**src/shared/smc_pkg.sv**
```systemverilog
// smc_pkg: register offsets, field positions, reset values and counts shared by the
// stand-alone / control-port configuration controller.
// assumes a 32-bit apb register bus and a 25 MHz system clock.
package smc_pkg;
  // apb register map (byte addresses)
  localparam int unsigned ADDR_W = 8;
  localparam logic [ADDR_W-1:0] OFS_CTRL = 8'h00;
  localparam logic [ADDR_W-1:0] OFS_POINTER = 8'h04;
  localparam logic [ADDR_W-1:0] OFS_BYTE = 8'h08;
  localparam logic [ADDR_W-1:0] OFS_STATUS = 8'h0C;
  // control word field positions
  localparam int unsigned CONTROL_PORT_ENABLE_BIT_BIT = 0;
  localparam int unsigned PDN_BIT = 1;
  localparam int unsigned FILT_BIT = 2;
  localparam int unsigned MDIV_BIT = 3;
  localparam int unsigned FM_LSB = 4;
  localparam int unsigned FMT_LSB = 6;
  localparam int unsigned DEM_BIT = 9;
  localparam int unsigned SRC_LSB = 10;
  localparam int unsigned MUTE_CONTROL_BITS_LSB = 13;
  localparam int unsigned RATIO_LSB = 16;
  localparam logic [31:0] CTRL_RESET = 32'h0000_0002;
  localparam logic [31:0] CTRL_WMASK = 32'h0007_7FFE;
  localparam logic [31:0] CONTROL_PORT_ENABLE_BIT_MASK = 32'h0000_0001;
  // register pointer
  localparam int unsigned PTR_STEP_BIT = 7;
  localparam logic [7:0] POINTER_RESET = 8'h00;
  localparam logic [7:0] PTR_WMASK = 8'h9F;
  localparam logic [4:0] PTR_FIRST_A = 5'h01;
  localparam logic [4:0] PTR_LAST_A = 5'h08;
  localparam logic [4:0] PTR_LAST_B = 5'h11;
  // speed codes, function mode codes, master clock ratio select
  localparam logic [1:0] SPEED_SINGLE = 2'h0;
  localparam logic [1:0] SPEED_DOUBLE = 2'h1;
  localparam logic [1:0] SPEED_QUAD = 2'h2;
  localparam logic [1:0] FM_STREAM = 2'h3;
  localparam logic [2:0] RATIO_TOP = 3'h4;
  // oversampling ratios
  localparam logic [7:0] OSR_SINGLE = 8'h80;
  localparam logic [7:0] OSR_DOUBLE = 8'h40;
  localparam logic [7:0] OSR_QUAD = 8'h20;
  localparam logic [7:0] OSR_STREAM_LO = 8'h40;
  localparam logic [7:0] OSR_STREAM_HI = 8'h80;
  // power-up length in frame clock periods
  localparam logic [11:0] PWRUP_SINGLE = 12'h200;
  localparam logic [11:0] PWRUP_DOUBLE = 12'h400;
  localparam logic [11:0] PWRUP_QUAD = 12'h800;
  // timing counts in system clock cycles
  localparam logic [11:0] STREAM_HOLD_CYCLES = 12'h100;
  localparam logic [11:0] PERIOD_MAX = 12'hFFF;
  localparam logic [7:0] RETIME_CYCLES = 8'h80;
  // power sequencer states
  typedef enum logic [2:0] {
    SEQ_SA_POWERUP,
    SEQ_SA_RUN,
    SEQ_CP_HOLD,
    SEQ_CP_POWERUP,
    SEQ_CP_RUN
  } smc_seq_type;
endpackage : smc_pkg

```
**src/smc_config_ctrl.sv**
```systemverilog
// smc_config_ctrl: strap decode, power sequencing, control-port hand-over, clock pair
// selection with retime muting, and register pointer stepping for a six-channel dac.
// assumes strap and audio clock pins are already synchronous to i_clk, and an apb master.
//
// How it works
// [RULE_01] stand-alone: cfg pins 1:0 pick left-justified, i2s, right-justified 16 or 24.
// [RULE_02] stand-alone: cfg pins 3:2 pick single, single with de-emphasis, double, quad.
// [RULE_03] oversampling is 128x single, 64x double, 32x quad.
// [RULE_04] stand-alone: frame clock 1 held high selects stream mode, rate from pins 2:0.
// [RULE_05] stream codes 000 to 011 give 64x data at 4x, 6x, 8x, 12x ratios.
// [RULE_06] stream codes 100 to 111 give 128x data at 2x, 3x, 4x, 6x ratios.
// [RULE_07] top master clock ratio only valid in control-port mode with divide bit set.
// [RULE_08] during reset all settings take defaults and the quiescent reference stays low.
// [RULE_09] after reset, low power while the stand-alone power-up counts 512/1024/2048 frames.
// [RULE_10] writing the enable bit stops stand-alone power-up and loads control defaults.
// [RULE_11] control writes are taken any time after reset; enable early to avoid clicks.
// [RULE_12] host loads settings with power-down set; clearing it starts power-up.
// [RULE_13] fast or slow filter by select bit; stand-alone always uses the fast one.
// [RULE_14] control-port mode: each data input uses its selected clock pair.
// [RULE_15] both pairs used and sync lost: retime, dacs inactive, outputs and mute pins muted.
// [RULE_16] stand-alone: every dac pair is timed from clock pair 1 only.
// [RULE_17] the source derives both frame clocks from one master clock; unused pair low.
// [RULE_18] control-port mode: function mode bits select stream, rate from format field.
// [RULE_19] pointer holds when step bit clear, else steps 01h-08h and 09h-11h separately.
// [RULE_20] once enabled, strap pins are ignored and control registers rule.
// [RULE_21] control accesses are independent of the audio sample rate.
// [RULE_22] pointer: step enable bit 7, address bits 4:0, both reset to zero.
//
// Decided for this implementation: the address map and register access over APB.
`timescale 1ns/1ps
module smc_config_ctrl
  import smc_pkg::*;
(
  // clock and reset
  input wire logic i_clk,
  input wire logic i_reset,
  // apb slave
  input wire logic i_psel,
  input wire logic i_penable,
  input wire logic i_pwrite,
  input wire logic [ADDR_W-1:0] i_paddr,
  input wire logic [31:0] i_pwdata,
  output logic [31:0] o_prdata,
  output logic o_pready,
  output logic o_pslverr,
  // strap pins
  input wire logic i_cfg_pin_0,
  input wire logic i_cfg_pin_1,
  input wire logic i_cfg_pin_2,
  input wire logic i_cfg_pin_3,
  // serial audio clock pins
  input wire logic i_frame_clock_1,
  input wire logic i_frame_clock_2,
  input wire logic i_bit_clock_1,
  input wire logic i_bit_clock_2,
  // decoded settings
  output logic o_cp_mode,
  output logic [2:0] o_format_code,
  output logic [1:0] o_speed,
  output logic o_de_emphasis,
  output logic [7:0] o_osr,
  output logic o_stream_active,
  output logic [7:0] o_stream_osr,
  output logic [3:0] o_stream_ratio,
  output logic o_filter_slow,
  output logic o_ratio_error,
  output logic [7:0] o_pointer,
  // power and mute
  output logic o_low_power,
  output logic o_quiescent_reference,
  output logic o_dac_active,
  output logic o_mute,
  output logic o_mute_pin,
  // per data input clock selection
  output logic [2:0] o_data_bit_clock,
  output logic [2:0] o_data_frame_clock
);

  // speed from the two strap pins
  function automatic logic [1:0] sa_speed(input logic [1:0] code);
    sa_speed = code[1] ? (code[0] ? SPEED_QUAD : SPEED_DOUBLE) : SPEED_SINGLE;
  endfunction : sa_speed

  // register decode shared by read and write paths
  function automatic logic reg_hit(input logic [ADDR_W-1:0] addr, input logic [ADDR_W-1:0] ofs);
    reg_hit = (addr == ofs);
  endfunction : reg_hit

  logic [31:0] ctrl_reg;
  logic [7:0] ptr_reg;
  smc_seq_type seq_reg;
  logic [11:0] frame_cnt_reg;
  logic fc1_prev_reg;
  logic fc2_prev_reg;
  logic [11:0] hold_cnt_reg;
  logic stream_pin_reg;
  logic [7:0] retime_cnt_reg;
  logic [11:0] period_cnt_reg [2];
  logic [11:0] period_last_reg [2];
  logic [1:0] period_valid_reg;
  logic [1:0] sync_lost;
  logic [1:0] fc_rise;
  logic apb_setup;
  logic apb_write;
  logic control_port_enable_bit_set;
  logic cp_mode;
  logic [1:0] speed_next;
  logic dem_next;
  logic stream_next;
  logic [2:0] stream_code;
  logic [2:0] format_next;
  logic [2:0] src_sel;
  logic pair2_used;
  logic retiming;
  logic [11:0] pwrup_target;
  logic [31:0] status_word;

  assign cp_mode = ctrl_reg[CONTROL_PORT_ENABLE_BIT_BIT];
  assign apb_setup = i_psel & ~i_penable & ~o_pready;
  assign apb_write = i_psel & i_penable & o_pready & i_pwrite;
  // the enable write is recognised on the rising of the bit only
  assign control_port_enable_bit_set = apb_write & reg_hit(i_paddr, OFS_CTRL) & i_pwdata[CONTROL_PORT_ENABLE_BIT_BIT] & ~cp_mode;
  assign fc_rise = {i_frame_clock_2 & ~fc2_prev_reg, i_frame_clock_1 & ~fc1_prev_reg};

  // effective settings: straps before enable, registers after
  always_comb begin
    if (cp_mode) begin // [RULE_20]
      speed_next = (ctrl_reg[FM_LSB +: 2] == FM_STREAM) ? SPEED_SINGLE : ctrl_reg[FM_LSB +: 2];
      dem_next = ctrl_reg[DEM_BIT];
      stream_next = (ctrl_reg[FM_LSB +: 2] == FM_STREAM); // [RULE_18]
      stream_code = ctrl_reg[FMT_LSB +: 3];
      format_next = ctrl_reg[FMT_LSB +: 3];
      src_sel = ctrl_reg[SRC_LSB +: 3]; // [RULE_14]
    end else begin
      speed_next = sa_speed({i_cfg_pin_3, i_cfg_pin_2}); // [RULE_02]
      dem_next = ({i_cfg_pin_3, i_cfg_pin_2} == 2'h1);
      stream_next = stream_pin_reg; // [RULE_04]
      stream_code = {i_cfg_pin_2, i_cfg_pin_1, i_cfg_pin_0};
      format_next = {1'b0, i_cfg_pin_1, i_cfg_pin_0}; // [RULE_01]
      src_sel = 3'h0; // [RULE_16]
    end
  end

  // power-up length follows the active speed
  always_comb begin
    case (speed_next)
      SPEED_DOUBLE: pwrup_target = PWRUP_DOUBLE; // [RULE_09]
      SPEED_QUAD: pwrup_target = PWRUP_QUAD;
      default: pwrup_target = PWRUP_SINGLE;
    endcase
  end

  assign pair2_used = cp_mode & (|src_sel);
  assign retiming = (retime_cnt_reg != 8'h00);
  assign status_word = {8'h00, o_osr, 5'h00, o_ratio_error, retiming, o_format_code,
                        o_speed, o_stream_active, o_quiescent_reference, o_low_power, cp_mode};

  // apb slave: one wait-free access phase, answer prepared during setup
  always_ff @(posedge i_clk) begin
    if (i_reset) begin
      o_pready <= 1'b0;
      o_prdata <= 32'h0000_0000;
      o_pslverr <= 1'b0;
    end else begin
      o_pready <= apb_setup;
      o_pslverr <= 1'b0;
      o_prdata <= 32'h0000_0000;
      if (apb_setup) begin
        if (reg_hit(i_paddr, OFS_CTRL))
          o_prdata <= ctrl_reg;
        else if (reg_hit(i_paddr, OFS_POINTER))
          o_prdata <= {24'h00_0000, ptr_reg};
        else if (reg_hit(i_paddr, OFS_STATUS))
          o_prdata <= status_word;
        else if (!reg_hit(i_paddr, OFS_BYTE))
          o_pslverr <= 1'b1;
      end
    end
  end

  // control word; writes land any time after reset; before enable only the ratio field and mute bit 0 take effect
  always_ff @(posedge i_clk) begin
    if (i_reset) begin
      ctrl_reg <= CTRL_RESET; // [RULE_08]
    end else if (control_port_enable_bit_set) begin
      ctrl_reg <= CTRL_RESET | CONTROL_PORT_ENABLE_BIT_MASK; // [RULE_10]
    end else if (apb_write && reg_hit(i_paddr, OFS_CTRL)) begin
      ctrl_reg <= (i_pwdata & CTRL_WMASK) | (ctrl_reg & CONTROL_PORT_ENABLE_BIT_MASK); // [RULE_11] [RULE_21]
    end
  end

  // register pointer with two separate stepping blocks
  always_ff @(posedge i_clk) begin
    if (i_reset) begin
      ptr_reg <= POINTER_RESET; // [RULE_22]
    end else if (apb_write && reg_hit(i_paddr, OFS_POINTER)) begin
      ptr_reg <= i_pwdata[7:0] & PTR_WMASK;
    end else if (apb_write && reg_hit(i_paddr, OFS_BYTE) && ptr_reg[PTR_STEP_BIT]) begin
      // the step stops at the end of each block rather than crossing into the next
      if (ptr_reg[4:0] >= PTR_FIRST_A && ptr_reg[4:0] < PTR_LAST_B &&
          ptr_reg[4:0] != PTR_LAST_A)
        ptr_reg[4:0] <= ptr_reg[4:0] + 5'h01; // [RULE_19]
    end
  end

  // stream request: frame clock 1 must sit high for a while, so pcm framing never trips it
  always_ff @(posedge i_clk) begin
    if (i_reset) begin
      fc1_prev_reg <= 1'b0;
      fc2_prev_reg <= 1'b0;
      hold_cnt_reg <= 12'h000;
      stream_pin_reg <= 1'b0;
    end else begin
      fc1_prev_reg <= i_frame_clock_1;
      fc2_prev_reg <= i_frame_clock_2;
      if (!i_frame_clock_1) begin
        hold_cnt_reg <= 12'h000;
        stream_pin_reg <= 1'b0;
      end else if (hold_cnt_reg == STREAM_HOLD_CYCLES) begin
        stream_pin_reg <= 1'b1; // [RULE_04]
      end else begin
        hold_cnt_reg <= hold_cnt_reg + 12'h001;
      end
    end
  end

  // frame period watch per clock pair; a changed or stalled period means lost sync
  for (genvar p = 0; p < 2; p++) begin : g_period
    always_ff @(posedge i_clk) begin
      if (i_reset) begin
        period_cnt_reg[p] <= 12'h000;
        period_last_reg[p] <= 12'h000;
        period_valid_reg[p] <= 1'b0;
      end else if (fc_rise[p]) begin
        period_cnt_reg[p] <= 12'h001;
        period_last_reg[p] <= period_cnt_reg[p];
        period_valid_reg[p] <= 1'b1;
      end else if (period_cnt_reg[p] != PERIOD_MAX) begin
        period_cnt_reg[p] <= period_cnt_reg[p] + 12'h001;
      end
    end
    assign sync_lost[p] = period_valid_reg[p] &
                          ((fc_rise[p] & (period_cnt_reg[p] != period_last_reg[p])) |
                           (period_cnt_reg[p] == PERIOD_MAX));
  end

  // retime window restarts on every loss while both pairs are in use
  always_ff @(posedge i_clk) begin
    if (i_reset) begin
      retime_cnt_reg <= 8'h00;
    end else if (pair2_used && (|sync_lost)) begin
      retime_cnt_reg <= RETIME_CYCLES; // [RULE_15]
    end else if (retiming) begin
      retime_cnt_reg <= retime_cnt_reg - 8'h01;
    end
  end

  // power sequencer counted in frame clock 1 periods
  always_ff @(posedge i_clk) begin
    if (i_reset) begin
      seq_reg <= SEQ_SA_POWERUP;
      frame_cnt_reg <= 12'h000;
    end else if (control_port_enable_bit_set) begin
      seq_reg <= SEQ_CP_HOLD; // [RULE_10]
      frame_cnt_reg <= 12'h000;
    end else begin
      case (seq_reg)
        SEQ_SA_POWERUP, SEQ_CP_POWERUP: begin
          if (seq_reg == SEQ_CP_POWERUP && ctrl_reg[PDN_BIT]) begin
            seq_reg <= SEQ_CP_HOLD;
            frame_cnt_reg <= 12'h000;
          end else if (frame_cnt_reg >= pwrup_target) begin
            seq_reg <= (seq_reg == SEQ_SA_POWERUP) ? SEQ_SA_RUN : SEQ_CP_RUN; // [RULE_09]
          end else if (fc_rise[0]) begin
            frame_cnt_reg <= frame_cnt_reg + 12'h001;
          end
        end
        SEQ_CP_HOLD: begin
          frame_cnt_reg <= 12'h000;
          if (!ctrl_reg[PDN_BIT])
            seq_reg <= SEQ_CP_POWERUP; // [RULE_12]
        end
        SEQ_CP_RUN: begin
          if (ctrl_reg[PDN_BIT])
            seq_reg <= SEQ_CP_HOLD;
        end
        SEQ_SA_RUN: seq_reg <= SEQ_SA_RUN;
        default: seq_reg <= SEQ_SA_POWERUP;
      endcase
    end
  end

  // registered settings outputs
  always_ff @(posedge i_clk) begin
    if (i_reset) begin
      o_cp_mode <= 1'b0;
      o_format_code <= 3'h0;
      o_speed <= SPEED_SINGLE;
      o_de_emphasis <= 1'b0;
      o_osr <= OSR_SINGLE;
      o_stream_active <= 1'b0;
      o_stream_osr <= OSR_STREAM_LO;
      o_stream_ratio <= 4'h4;
      o_filter_slow <= 1'b0;
      o_ratio_error <= 1'b0;
      o_pointer <= POINTER_RESET;
    end else begin
      o_cp_mode <= cp_mode;
      o_format_code <= format_next;
      o_speed <= speed_next;
      o_de_emphasis <= dem_next;
      case (speed_next)
        SPEED_DOUBLE: o_osr <= OSR_DOUBLE; // [RULE_03]
        SPEED_QUAD: o_osr <= OSR_QUAD;
        default: o_osr <= OSR_SINGLE;
      endcase
      o_stream_active <= stream_next;
      o_stream_osr <= stream_code[2] ? OSR_STREAM_HI : OSR_STREAM_LO; // [RULE_05] [RULE_06]
      case (stream_code)
        3'h0: o_stream_ratio <= 4'h4; // [RULE_05]
        3'h1: o_stream_ratio <= 4'h6;
        3'h2: o_stream_ratio <= 4'h8;
        3'h3: o_stream_ratio <= 4'hC;
        3'h4: o_stream_ratio <= 4'h2; // [RULE_06]
        3'h5: o_stream_ratio <= 4'h3;
        3'h6: o_stream_ratio <= 4'h4;
        default: o_stream_ratio <= 4'h6;
      endcase
      o_filter_slow <= cp_mode & ctrl_reg[FILT_BIT]; // [RULE_13]
      o_ratio_error <= (ctrl_reg[RATIO_LSB +: 3] == RATIO_TOP) &
                       ~(cp_mode & ctrl_reg[MDIV_BIT]); // [RULE_07]
      o_pointer <= ptr_reg;
    end
  end

  // power, mute and mute pin; mute bit 1 disables the pin, bit 0 sets its active level
  always_ff @(posedge i_clk) begin
    if (i_reset) begin
      o_low_power <= 1'b1;
      o_quiescent_reference <= 1'b0; // [RULE_08]
      o_dac_active <= 1'b0;
      o_mute <= 1'b1;
      o_mute_pin <= 1'b0;
    end else begin
      o_low_power <= (seq_reg != SEQ_SA_RUN) && (seq_reg != SEQ_CP_RUN);
      o_quiescent_reference <= (seq_reg == SEQ_SA_RUN) || (seq_reg == SEQ_CP_RUN);
      o_dac_active <= ((seq_reg == SEQ_SA_RUN) || (seq_reg == SEQ_CP_RUN)) && !retiming;
      o_mute <= !(((seq_reg == SEQ_SA_RUN) || (seq_reg == SEQ_CP_RUN)) && !retiming);
      o_mute_pin <= (retiming && !ctrl_reg[MUTE_CONTROL_BITS_LSB + 1]) ?
                    ctrl_reg[MUTE_CONTROL_BITS_LSB] : ~ctrl_reg[MUTE_CONTROL_BITS_LSB]; // [RULE_15]
    end
  end

  // clock pair per data input; stand-alone forces pair 1
  for (genvar d = 0; d < 3; d++) begin : g_clk_sel
    always_ff @(posedge i_clk) begin
      if (i_reset) begin
        o_data_bit_clock[d] <= 1'b0;
        o_data_frame_clock[d] <= 1'b0;
      end else begin
        o_data_bit_clock[d] <= src_sel[d] ? i_bit_clock_2 : i_bit_clock_1; // [RULE_14]
        o_data_frame_clock[d] <= src_sel[d] ? i_frame_clock_2 : i_frame_clock_1; // [RULE_16]
      end
    end
  end

  a_sa_format: assert property (@(posedge i_clk) disable iff (i_reset) // [RULE_01]
    (!$past(i_reset) && !$past(cp_mode)) |->
      o_format_code == {1'b0, $past(i_cfg_pin_1), $past(i_cfg_pin_0)})
    else $error("strap format decode wrong");
  a_sa_dem_speed: assert property (@(posedge i_clk) disable iff (i_reset) // [RULE_02]
    (!$past(i_reset) && !$past(cp_mode) && $past({i_cfg_pin_3, i_cfg_pin_2}) == 2'h1) |->
      (o_de_emphasis && o_speed == SPEED_SINGLE))
    else $error("de-emphasis strap decode wrong");
  a_osr_speed: assert property (@(posedge i_clk) disable iff (i_reset) // [RULE_03]
    (o_speed == SPEED_QUAD) |-> (o_osr == OSR_QUAD))
    else $error("quad speed oversampling wrong");
  a_stream_lo: assert property (@(posedge i_clk) disable iff (i_reset) // [RULE_05]
    (!$past(i_reset) && $past(stream_code) == 3'h3) |-> (o_stream_ratio == 4'hC))
    else $error("stream ratio for code 3 wrong");
  a_top_ratio: assert property (@(posedge i_clk) disable iff (i_reset) // [RULE_07]
    (!$past(i_reset) && $past(ctrl_reg[RATIO_LSB +: 3]) == RATIO_TOP && !$past(cp_mode))
      |-> o_ratio_error)
    else $error("top ratio allowed outside control mode");
  a_reset_quiet: assert property (@(posedge i_clk) // [RULE_08]
    $past(i_reset) |-> (!o_quiescent_reference && ctrl_reg == CTRL_RESET))
    else $error("reset defaults not held");
  a_control_port_enable_bit_halts: assert property (@(posedge i_clk) disable iff (i_reset) // [RULE_10]
    control_port_enable_bit_set |=> (seq_reg == SEQ_CP_HOLD && ctrl_reg[PDN_BIT] && cp_mode))
    else $error("enable write did not halt power-up");
  a_pdn_start: assert property (@(posedge i_clk) disable iff (i_reset) // [RULE_12]
    (seq_reg == SEQ_CP_HOLD && !ctrl_reg[PDN_BIT] && !control_port_enable_bit_set) |=> seq_reg == SEQ_CP_POWERUP)
    else $error("power-down clear did not start power-up");
  a_retime_mute: assert property (@(posedge i_clk) disable iff (i_reset) // [RULE_15]
    retiming |=> (o_mute && !o_dac_active))
    else $error("retime without mute");
  a_ptr_block: assert property (@(posedge i_clk) disable iff (i_reset) // [RULE_19]
    (apb_write && reg_hit(i_paddr, OFS_BYTE) && ptr_reg == 8'h88) |=> ptr_reg == 8'h88)
    else $error("pointer crossed block boundary");
  a_sa_pair1: assert property (@(posedge i_clk) disable iff (i_reset) // [RULE_16]
    (!$past(i_reset) && !$past(cp_mode)) |-> o_data_frame_clock == {3{$past(i_frame_clock_1)}})
    else $error("stand-alone used clock pair 2");

endmodule : smc_config_ctrl

```
**config.mk**
```make
export PLATFORM = sky130hd
export DESIGN_NAME = smc_config_ctrl
export DESIGN_NICKNAME = d
export VERILOG_FILES = /design/src/shared/smc_pkg.sv /design/src/smc_config_ctrl.sv
export SDC_FILE = /design/constraint.sdc
export NUM_CORES = 1
export LEC_CHECK = 0
export ABC_AREA = 1
export BUFFER_PORTS_ARGS = -buffer_cell sky130_fd_sc_hd__buf_2
export CAP_MARGIN = 5
export CELL_PAD_IN_SITES_DETAIL_PLACEMENT = 1
export CELL_PAD_IN_SITES_GLOBAL_PLACEMENT = 1
export CORE_UTILIZATION = 41
export DETAILED_ROUTE_END_ITERATION = 8
export HOLD_SLACK_MARGIN = 0.15
export PLACE_DENSITY = 0.9
export SETUP_SLACK_MARGIN = 0.5
export SLEW_MARGIN = 20
export SYNTH_ARGS = -nofsm -noshare
export SYNTH_HDL_FRONTEND = slang
export SYNTH_SLANG_ARGS = --single-unit
```
**constraint.sdc**
```tcl
create_clock -name i_clk -period 2.65 [get_ports i_clk]
set_input_delay 0.265 -clock i_clk [delete_from_list [all_inputs] [get_ports i_clk]]
set_output_delay 0.265 -clock i_clk [all_outputs]
set_load 0.02 [all_outputs]
```
# After elaboration in Yosys (flattened, before gate mapping)
# Memories as Yosys holds them, arrays and structs flattened.
# Index checks and enable logic that the tools add are counted.
# classes
addsub	6
reduce_logical	38
eq_ne	35
muxes	64
n_lt_le_gt_ge	3
bitwise_logic	36
# op_table
operator	n
$mux 12	9
$mux 24	3
$add 12x1->12 const B	4
$pmux 12 s2	2
$mux 1	28
$eq 12x12->1 const B	2
$mux 8	3
$ne 12x12->1	2
$ne 12x12->1 const B	2
$mux 3	7
$pmux 4 s5	1
$or 19x1->19	1
$and 1x1->1	18
$ne 3x3->1 const B	6
$eq 8x4->1 const B	2
$pmux 8 s2	1
$reduce_or 2->1	8
$eq 3x3->1 const B	5
$mux 5	3
$eq 12x9->1 const B	1
$eq 3x2->1 const B	4
$ge 12x12->1	1
$mux 2	6
$pmux 3 s4	1
25 further kinds	62
# word_totals
ramBits	48
reg_bits	146
out_inout_bits	83
n_memories	2
in_bits	53
word_cells	225
# mem_list
name	depth	word_bits	read_ports	rd_ports_with_merged_regs	write_ports	line	source
period_cnt_reg	2	12	2	0	2	smc_config_ctrl.sv:98	logic [11:0] period_cnt_reg [2];
period_last_reg	2	12	2	0	2	smc_config_ctrl.sv:99	logic [11:0] period_last_reg [2];

# Depth between registers and ports, before layout
# Gate-level depths: netlist of run 1.
# depth
depth_word	10
ltp_mapped	19
ltp_nobuf	18

# Worst setup path after synthesis of run 1
# Ideal clock, no wire load.
# synth_path
path_kind	register to register
start	reg ctrl_reg[0]
end	reg seq_reg[1]
setup_slack_ps	330
stages_incl_launch_ff	14
n_path_buf	1
t_required_ps	2535
arrival_time_ps	2204
cell_sequence	dfxtp_1 > clkbuf_1 > nand2_1 > o22ai_1 > ha_1 > inv_1 > ha_1 > a21oi_1 > o21a_1 > nand2_1 > o21ai_1 > a21oi_1 > o21ai_0 > inv_1
# synth_between
elab_chain_len	6
# synth_lines
element	line	source
start: declaration	smc_config_ctrl.sv:89	logic [31:0] ctrl_reg;
start signal: assignment	smc_config_ctrl.sv:186	ctrl_reg <= CTRL_RESET | CONTROL_PORT_ENABLE_BIT_MASK;
start signal: assignment	smc_config_ctrl.sv:188	ctrl_reg <= (i_pwdata & CTRL_WMASK) | (ctrl_reg & CONTROL_PORT_ENABLE_BIT_MASK);
$mux 2 *	smc_config_ctrl.sv:127	if (cp_mode) begin
net speed_next[1]	smc_config_ctrl.sv:107	logic [1:0] speed_next;
$eq 2x2->1 / $eq 2x1->1 (equally long branches)	smc_config_ctrl.sv:146	case (speed_next)
$pmux 12 s2 *	smc_config_ctrl.sv:146	
net pwrup_target[11]	smc_config_ctrl.sv:115	logic [11:0] pwrup_target;
$ge 12x12->1 *	smc_config_ctrl.sv:272	end else if (frame_cnt_reg >= pwrup_target) begin
$ne 4x4->1 (no line) *	-	
$reduce_and 3->1 (no line) *	-	
end signal: assignment	smc_config_ctrl.sv:273	seq_reg <= (seq_reg == SEQ_SA_POWERUP) ? SEQ_SA_RUN : SEQ_CP_RUN;
end: declaration	smc_config_ctrl.sv:91	smc_seq_type seq_reg;
# The timed path passes the listed nets; every way through them passes the cells marked *.
# A chain may end at the register's enable or synchronous reset.

# Worst setup path in the final report of run 1
# layout_path
start	reg ctrl_reg[0]
end	reg frame_cnt_reg[8]
# layout_between
elab_chain_len	6
# layout_lines
element	line	source
$mux 2 *	smc_config_ctrl.sv:127	
net speed_next[0]	smc_config_ctrl.sv:107	
$eq 2x2->1 / $eq 2x1->1 (equally long branches)	smc_config_ctrl.sv:146	
$pmux 12 s2 *	smc_config_ctrl.sv:146	
net pwrup_target[9]	smc_config_ctrl.sv:115	
$ge 12x12->1 *	smc_config_ctrl.sv:272	
$ne 3x3->1 (no line) *	-	
$reduce_and 3->1 (no line) *	-	
end signal: assignment	smc_config_ctrl.sv:275	frame_cnt_reg <= frame_cnt_reg + 12'h001;
end: declaration	smc_config_ctrl.sv:92	logic [11:0] frame_cnt_reg;
# Marked as above.

==> results.txt, run 1 <==
Primary FF master, synth -> dfxtp_1
CTS H-Tree Depth -> 4
critical path peak fanout -> 5
CTS Buf Count -> 17
final clock skew -> 0.0134 ns
Tightest Pin Transition -> 0.708 ns
Routed WL -> 27.6 mm
crit share post-route -> 90.6%
clk sinks -> 171
DP Wirelength -> 16.4 mm
Worst-Skew Late Latency -> 0.44 ns
Synth Instances -> 1,001
layout cells sized above 1 -> 20.5%
final hold vios -> 0
R2R Path End -> frame_cnt_reg[8]
die width -> 142 µm
Critical Path Sink Type -> register
dpl ws -> 0.245 ns
nets -> 1,217
I/O pin total -> 136
first-pass GRT wire length -> 41.0 mm
post-synth cell types -> 50
Hold Path Class -> input port to register
maximum vdd drop -> 589 µV
die footprint -> 0.0201 mm²
Post-synth EDFFs -> 48
outcome -> completed
kind of critical path -> register to register
Cell Pwr Density -> 722 mW/mm²
Slew Limit Fails -> 0
largest net degree at the start of global routing -> 25
CTS tree -> yes
wire per inst -> 19.4 µm
Yosys warnings -> 0
Synth Register Bits -> 171
Worst Path Required -> 2.98 ns
post-route ant nets -> 0
final setup fails -> 0
GRT overflow -> 0
Worst Setup Start Kind -> register
Fmax achieved -> 417 MHz
Reg clk slew, reported paths -> 0.07 ns
Global Route Usage Sum -> 26.8%
Core ar. -> 0.0189 mm²
Cell Area, Synth -> 0.00800 mm²
CP arrival -> 2.73 ns
Initial Utilization -> 42.4%
final worst setup slack -> 0.249 ns
worst hold stages -> 3
register area share after synthesis -> 48.8%
commonest non-fill, non-tap cells in the layout -> 195 x nand2_1, 131 x inv_1, 131 x nor2_1
initial antenna violation count -> 0
IO buf count -> 97
DR vias -> 7,584
GPL Wtd Cong -> 0.885
Die Y -> 142 µm
HP Start -> i_frame_clock_1
max-cap viol count -> 0
setup TNS -> 0 ns
ys async rst share -> 0%
post-route DRC violation count -> 0
Root Buffer -> clkbuf_16
Hold Path Sink -> o_data_frame_clock[0]
Vias/cell -> 5.33
min cycle time layout -> 2.40 ns
row count -> 50
r2r startpoint -> ctrl_reg[0]
slew margin rel. -> 52.7%
FF-to-FF path depth -> 16
vias in the first global route -> 7,797
reg2reg setup slack -> 0.25 ns
syn_area_per_cell -> 7.99 µm²
most common cell after layout, fill and taps aside -> nand2_1
drt initial violations -> 546
P_leak -> 4.21 nW
clk buf depth -> 2
Area growth syn-to-layout -> 23.3%
number of diodes -> 0
Pre-antenna DRT Iters -> 5
RSZ-0062 raised after global routing -> yes
## Yosys cell counts, types with 6 or more instances
cell type  count  area, µm²
nand4_1       11       68.8
clkbuf_1       7       26.3
o21ai_0       41        205
inv_1        137        514
a21oi_1       66        330
nor4_1         6       37.5
nand3_1       61        305
xnor2_1       10       87.6
dfxtp_1      123       2460
edfxtp_1      48       1440
ha_1          15        188
nor3_1        18       90.1
buf_2          6       30.0
xor2_1        12        105
buf_4         26        195
nor2_1       132        495
nand2_1      210        788
## per-stage QoR
stage	area, µm²	utilization, %	cells	power [mW]	hold slack (ns)
2_1_floorplan	8110	-	1024	3.95	0.383
3_3_place_gp	8700	46.0	1350	4.17	0.420
3_5_place_dp	8700	46.0	1350	4.25	0.418
4_1_cts	9660	51.2	1411	6.89	0.164
5_1_grt	9870	52.2	1422	7.38	0.187
6_report	9870	52.2	1422	7.12	0.167
## worst max path at each step
| stage | start | endpoint | slack [ns] | cells after the start |
|---|---|---|---|---|
| after floorplan | ctrl_reg[0] | frame_cnt_reg[5] | 0.50 | 17 |
| after global placement | i_cfg_pin_3 | frame_cnt_reg[1] | 0.39 | 18 |
| after detailed placement | ctrl_reg[0] | frame_cnt_reg[1] | 0.25 | 16 |
| after CTS | ctrl_reg[0] | frame_cnt_reg[8] | 0.44 | 15 |
| after global routing | ctrl_reg[0] | frame_cnt_reg[8] | 0.19 | 16 |
| final | ctrl_reg[0] | frame_cnt_reg[8] | 0.25 | 16 |
## cells by family (layout without fill, tap and decap cells)
family | Yosys count | after routing | synth area share (%)
fa+ha+maj | 15 | 15 | 2.35
xor+xnor | 22 | 22 | 2.41
compound gates | 132 | 132 | 9.19
other cells | 1 | 24 | 0.0469
mux | 1 | 1 | 0.125
buf+inv | 189 | 326 | 10.8
simple gates | 470 | 471 | 26.3
flops | 171 | 171 | 48.8
## area by class of cell
type / count / area (µm²)
Clock buffer: 19 / 433
Clock inverter: 13 / 140
Fill cell: 2337 / 9020
Inverter: 144 / 553
Multi-Input combinational cell: 665 / 3550
Sequential cell: 171 / 3920
Tap cell: 260 / 325
Timing Repair Buffer: 150 / 952
## power breakdown
part           internal [mW]  leakage, nW  switching, mW  total (mW)
sequential              2.85         1.55          0.139        2.99
clock                   1.39        0.272           1.11        2.51
combinational          0.530         2.39           1.10        1.63
total                   4.77         4.21           2.35        7.12
## routing by layer
layer | track usage [%] | part of all wire [%]
met1 | 29.8 | 39
met4 | 14.9 | 4.8
met2 | 47.8 | 51
met5 | 0 | 0
met3 | 5.47 | 5.6
## critical path, cell delays in order, from the launching register on
cell and delay [ns]:
dfxtp_4 0.37, inv_4 0.08, nand2_2 0.06, nand2_2 0.10
inv_2 0.07, ha_4 0.27, ha_4 0.31, nand2_2 0.05
nor2_2 0.09, nand4_1 0.15, nand2_2 0.11, nand2_2 0.06
nand2_2 0.07, nand2_4 0.11, buf_8 0.17, nand3_4 0.12
o21ai_2 0.09
## timing repair
item	CTS	global route
buffers inserted	4	11
pin swaps	14	19
hold endpoints to repair	23	0
endpoints found under the setup margin	22	69
cloned	2	0
resized for setup	31	32
hold buffers	23	0
Power figures use the tool's default switching activity.
==> run 2, diff against run 1 <==
--- a/config.mk
+++ b/config.mk
@@ -14,6 +14,7 @@
 export DETAILED_ROUTE_END_ITERATION = 8
 export HOLD_SLACK_MARGIN = 0.15
 export PLACE_DENSITY = 0.9
+export RECOVER_POWER = 100
 export SETUP_SLACK_MARGIN = 0.5
 export SLEW_MARGIN = 20
 export SYNTH_ARGS = -nofsm -noshare
==> run 2 against run 1 <==
Fmax decreased by 3.0%. Die area unchanged. Utilization decreased by 0.85 points. Highest routed layer unchanged.
==> results.txt, run 2 (synthesis gave the netlist of run 1 again) <==
outcome -> completed
initial antenna violation count -> 0 (unchanged)
Hold Path Sink -> o_data_frame_clock[0]
Vias/cell -> 5.35 (+0.25%)
Combinational Power Share -> 22.6% (-0.3 points)
CTS Buf Count -> 17 (unchanged)
Tot Pwr -> 7.12 mW (about the same)
die footprint -> 0.0201 mm² (unchanged)
final hold vios -> 0 (unchanged)
Net Sw Frac -> 33.1% (+0.16 points)
IO buf count -> 97 (unchanged)
DR vias -> 7,603 (+0.25%)
layout cells sized above 1 -> 13.8% (-6.7 points)
switching power -> 2.36 mW (+0.39%)
Critical Path Sink Type -> register
Tightest Pin Transition -> 0.958 ns (+0.251 ns)
Int Pwr -> 4.76 mW (-0.33%)
Cell Pwr Density -> 733 mW/mm² (+1.6%)
Worst Setup Start Kind -> register
number of diodes -> 0 (unchanged)
drt initial violations -> 563 (+3.1%)
Routed WL -> 27.7 mm (+0.41%)
Post-DP Area -> 0.00870 mm² (unchanged)
RSZ-0062 raised after global routing -> yes
worst hold stages -> 3 (unchanged)
kind of critical path -> register to register
slew margin rel. -> 36.1% (-17 points)
vias in the first global route -> 7,797 (unchanged)
Worst Path Required -> 2.79 ns (-0.19 ns)
setup TNS -> 0 ns (unchanged)
Global Route Usage Sum -> 26.8% (unchanged)
Fmax achieved -> 404 MHz (-3.0%)
final setup fails -> 0 (unchanged)
Cells after DPL -> 1,350 (unchanged)
Root Buffer -> clkbuf_16
P_leak -> 3.92 nW (-6.8%)
Pre-antenna DRT Iters -> 5 (unchanged)
Reg clk slew, reported paths -> 0.07 ns (about the same)
R2R Path End -> period_cnt_reg[1][7]
max-cap viol count -> 0 (unchanged)
maximum vdd drop -> 594 µV (+0.84%)
HP Start -> i_frame_clock_1
most common cell after layout, fill and taps aside -> nand2_1
r2r startpoint -> period_cnt_reg[1][0]
post-route DRC violation count -> 0 (unchanged)
fin cells -> 1,422 (unchanged)
post-route ant nets -> 0 (unchanged)
Slew Limit Fails -> 0 (unchanged)
Critical path origin -> period_cnt_reg[1][0]
reg2reg setup slack -> 0.18 ns (-0.07 ns)
nets -> 1,217 (unchanged)
wire per inst -> 19.5 µm (+0.41%)
I/O pin total -> 136 (unchanged)
Core ar. -> 0.0189 mm² (unchanged)
commonest non-fill, non-tap cells in the layout -> 198 x nand2_1, 133 x inv_1, 131 x nor2_1
largest net degree at the start of global routing -> 25 (unchanged)
crit share post-route -> 93.4% (+2.8 points)
Worst-Skew Late Latency -> 0.44 ns (about the same)
min cycle time layout -> 2.47 ns (+0.0733 ns)
Area growth syn-to-layout -> 21.3%
final clock skew -> 0.0144 ns (+0.000907 ns)
clk buf depth -> 2 (unchanged)
Seq pwr share -> 42.1% (about the same)
FF-to-FF path depth -> 9 (-7)
CTS tree -> yes
row count -> 50 (unchanged)
clk sinks -> 171 (unchanged)
CP arrival -> 2.61 ns (-0.12 ns)
Die Y -> 142 µm (unchanged)
clock share of power -> 35.3% (about the same)
Worst Hold Slack -> 0.167 ns (-0.000118 ns)
die width -> 142 µm (unchanged)
DP Wirelength -> 16.4 mm (unchanged)
Final Cell Area -> 0.00971 mm² (-1.6%)
CTS H-Tree Depth -> 4 (unchanged)
critical path peak fanout -> 11 (+6)
GPL Wtd Cong -> 0.885 (unchanged)
first-pass GRT wire length -> 41.0 mm (unchanged)
Hold Path Class -> input port to register
Initial Utilization -> 42.4% (unchanged)
GRT overflow -> 0 (unchanged)
-- run 2: cell count changes in the layout (fill, tap and decap cells not counted), moves of 2 or more --
| cell | delta |
|---|---|
| nand2_2 | -2 |
| nor3_1 | +2 |
| buf_4 | -8 |
| buf_2 | -62 |
| inv_1 | +2 |
| clkbuf_1 | +67 |
| clkbuf_2 | +2 |
| nand2_1 | +3 |
-- run 2: layer usage --
layer	track usage [%]	up-vias	part of all wire, %
met5	0	-	0
met4	14.9	0	5.1
met1	29.8	3733	39
met2	47.8	305	51
met3	5.47	103	4.9
li1	-	3462	-
-- run 2: worst max-delay path, cell delays in order (launching register included) --
cell	delay (ns)
edfxtp_1	0.43
ha_1	0.22
nand2_2	0.11
nor2_4	0.15
nand3_2	0.10
nor3_1	0.48
nand2_1	0.13
inv_1	0.12
nand3_1	0.12
clkbuf_2	0.30
-- run 2: power by group through the flow --
stage | sequential [mW] | clock, mW | combinational (mW)
after floorplan | 3.07 | 0 | 0.885
after global placement | 3.03 | 0 | 1.15
after detailed placement | 3.04 | 0 | 1.21
after CTS | 2.98 | 2.51 | 1.40
after global routing | 3.01 | 2.63 | 1.71
final | 2.99 | 2.51 | 1.61
-- run 2: area by class of cell --
cell class,instances,area (µm²)
fillers,2384,9180
multi-input cells,665,3500
repair buffers,150,851
clock buffers,19,433
well taps,260,325
flip-flops and latches,171,3910
inverters,144,551
clock inverters,13,140
-- run 2: repair_timing --
action,CTS,global route
resized for setup,31,32
gates cloned,2,0
endpoints found under the setup margin,22,69
hold buffers,23,0
buffers inserted,4,11
endpoints found under the hold margin,23,0
pin swaps,14,19
-- run 2: stage by stage --
step	utilization [%]	worst slack (ns)
finish	51.4	0.176
CTS	51.2	0.440
global route	51.4	0.0622
detailed placement	46.0	0.245
global placement	46.0	0.386
floorplan	-	0.504
-- run 2: how the worst max path moves through the flow --
stage          slack [ns]  cells past startpoint                    to
2_1_floorplan        0.50                     17      frame_cnt_reg[5]
3_3_place_gp         0.39                     18      frame_cnt_reg[1]
3_5_place_dp         0.25                     16      frame_cnt_reg[1]
4_1_cts              0.44                     15      frame_cnt_reg[8]
5_1_grt              0.06                      8  period_cnt_reg[1][0]
6_report             0.18                      9  period_cnt_reg[1][7]
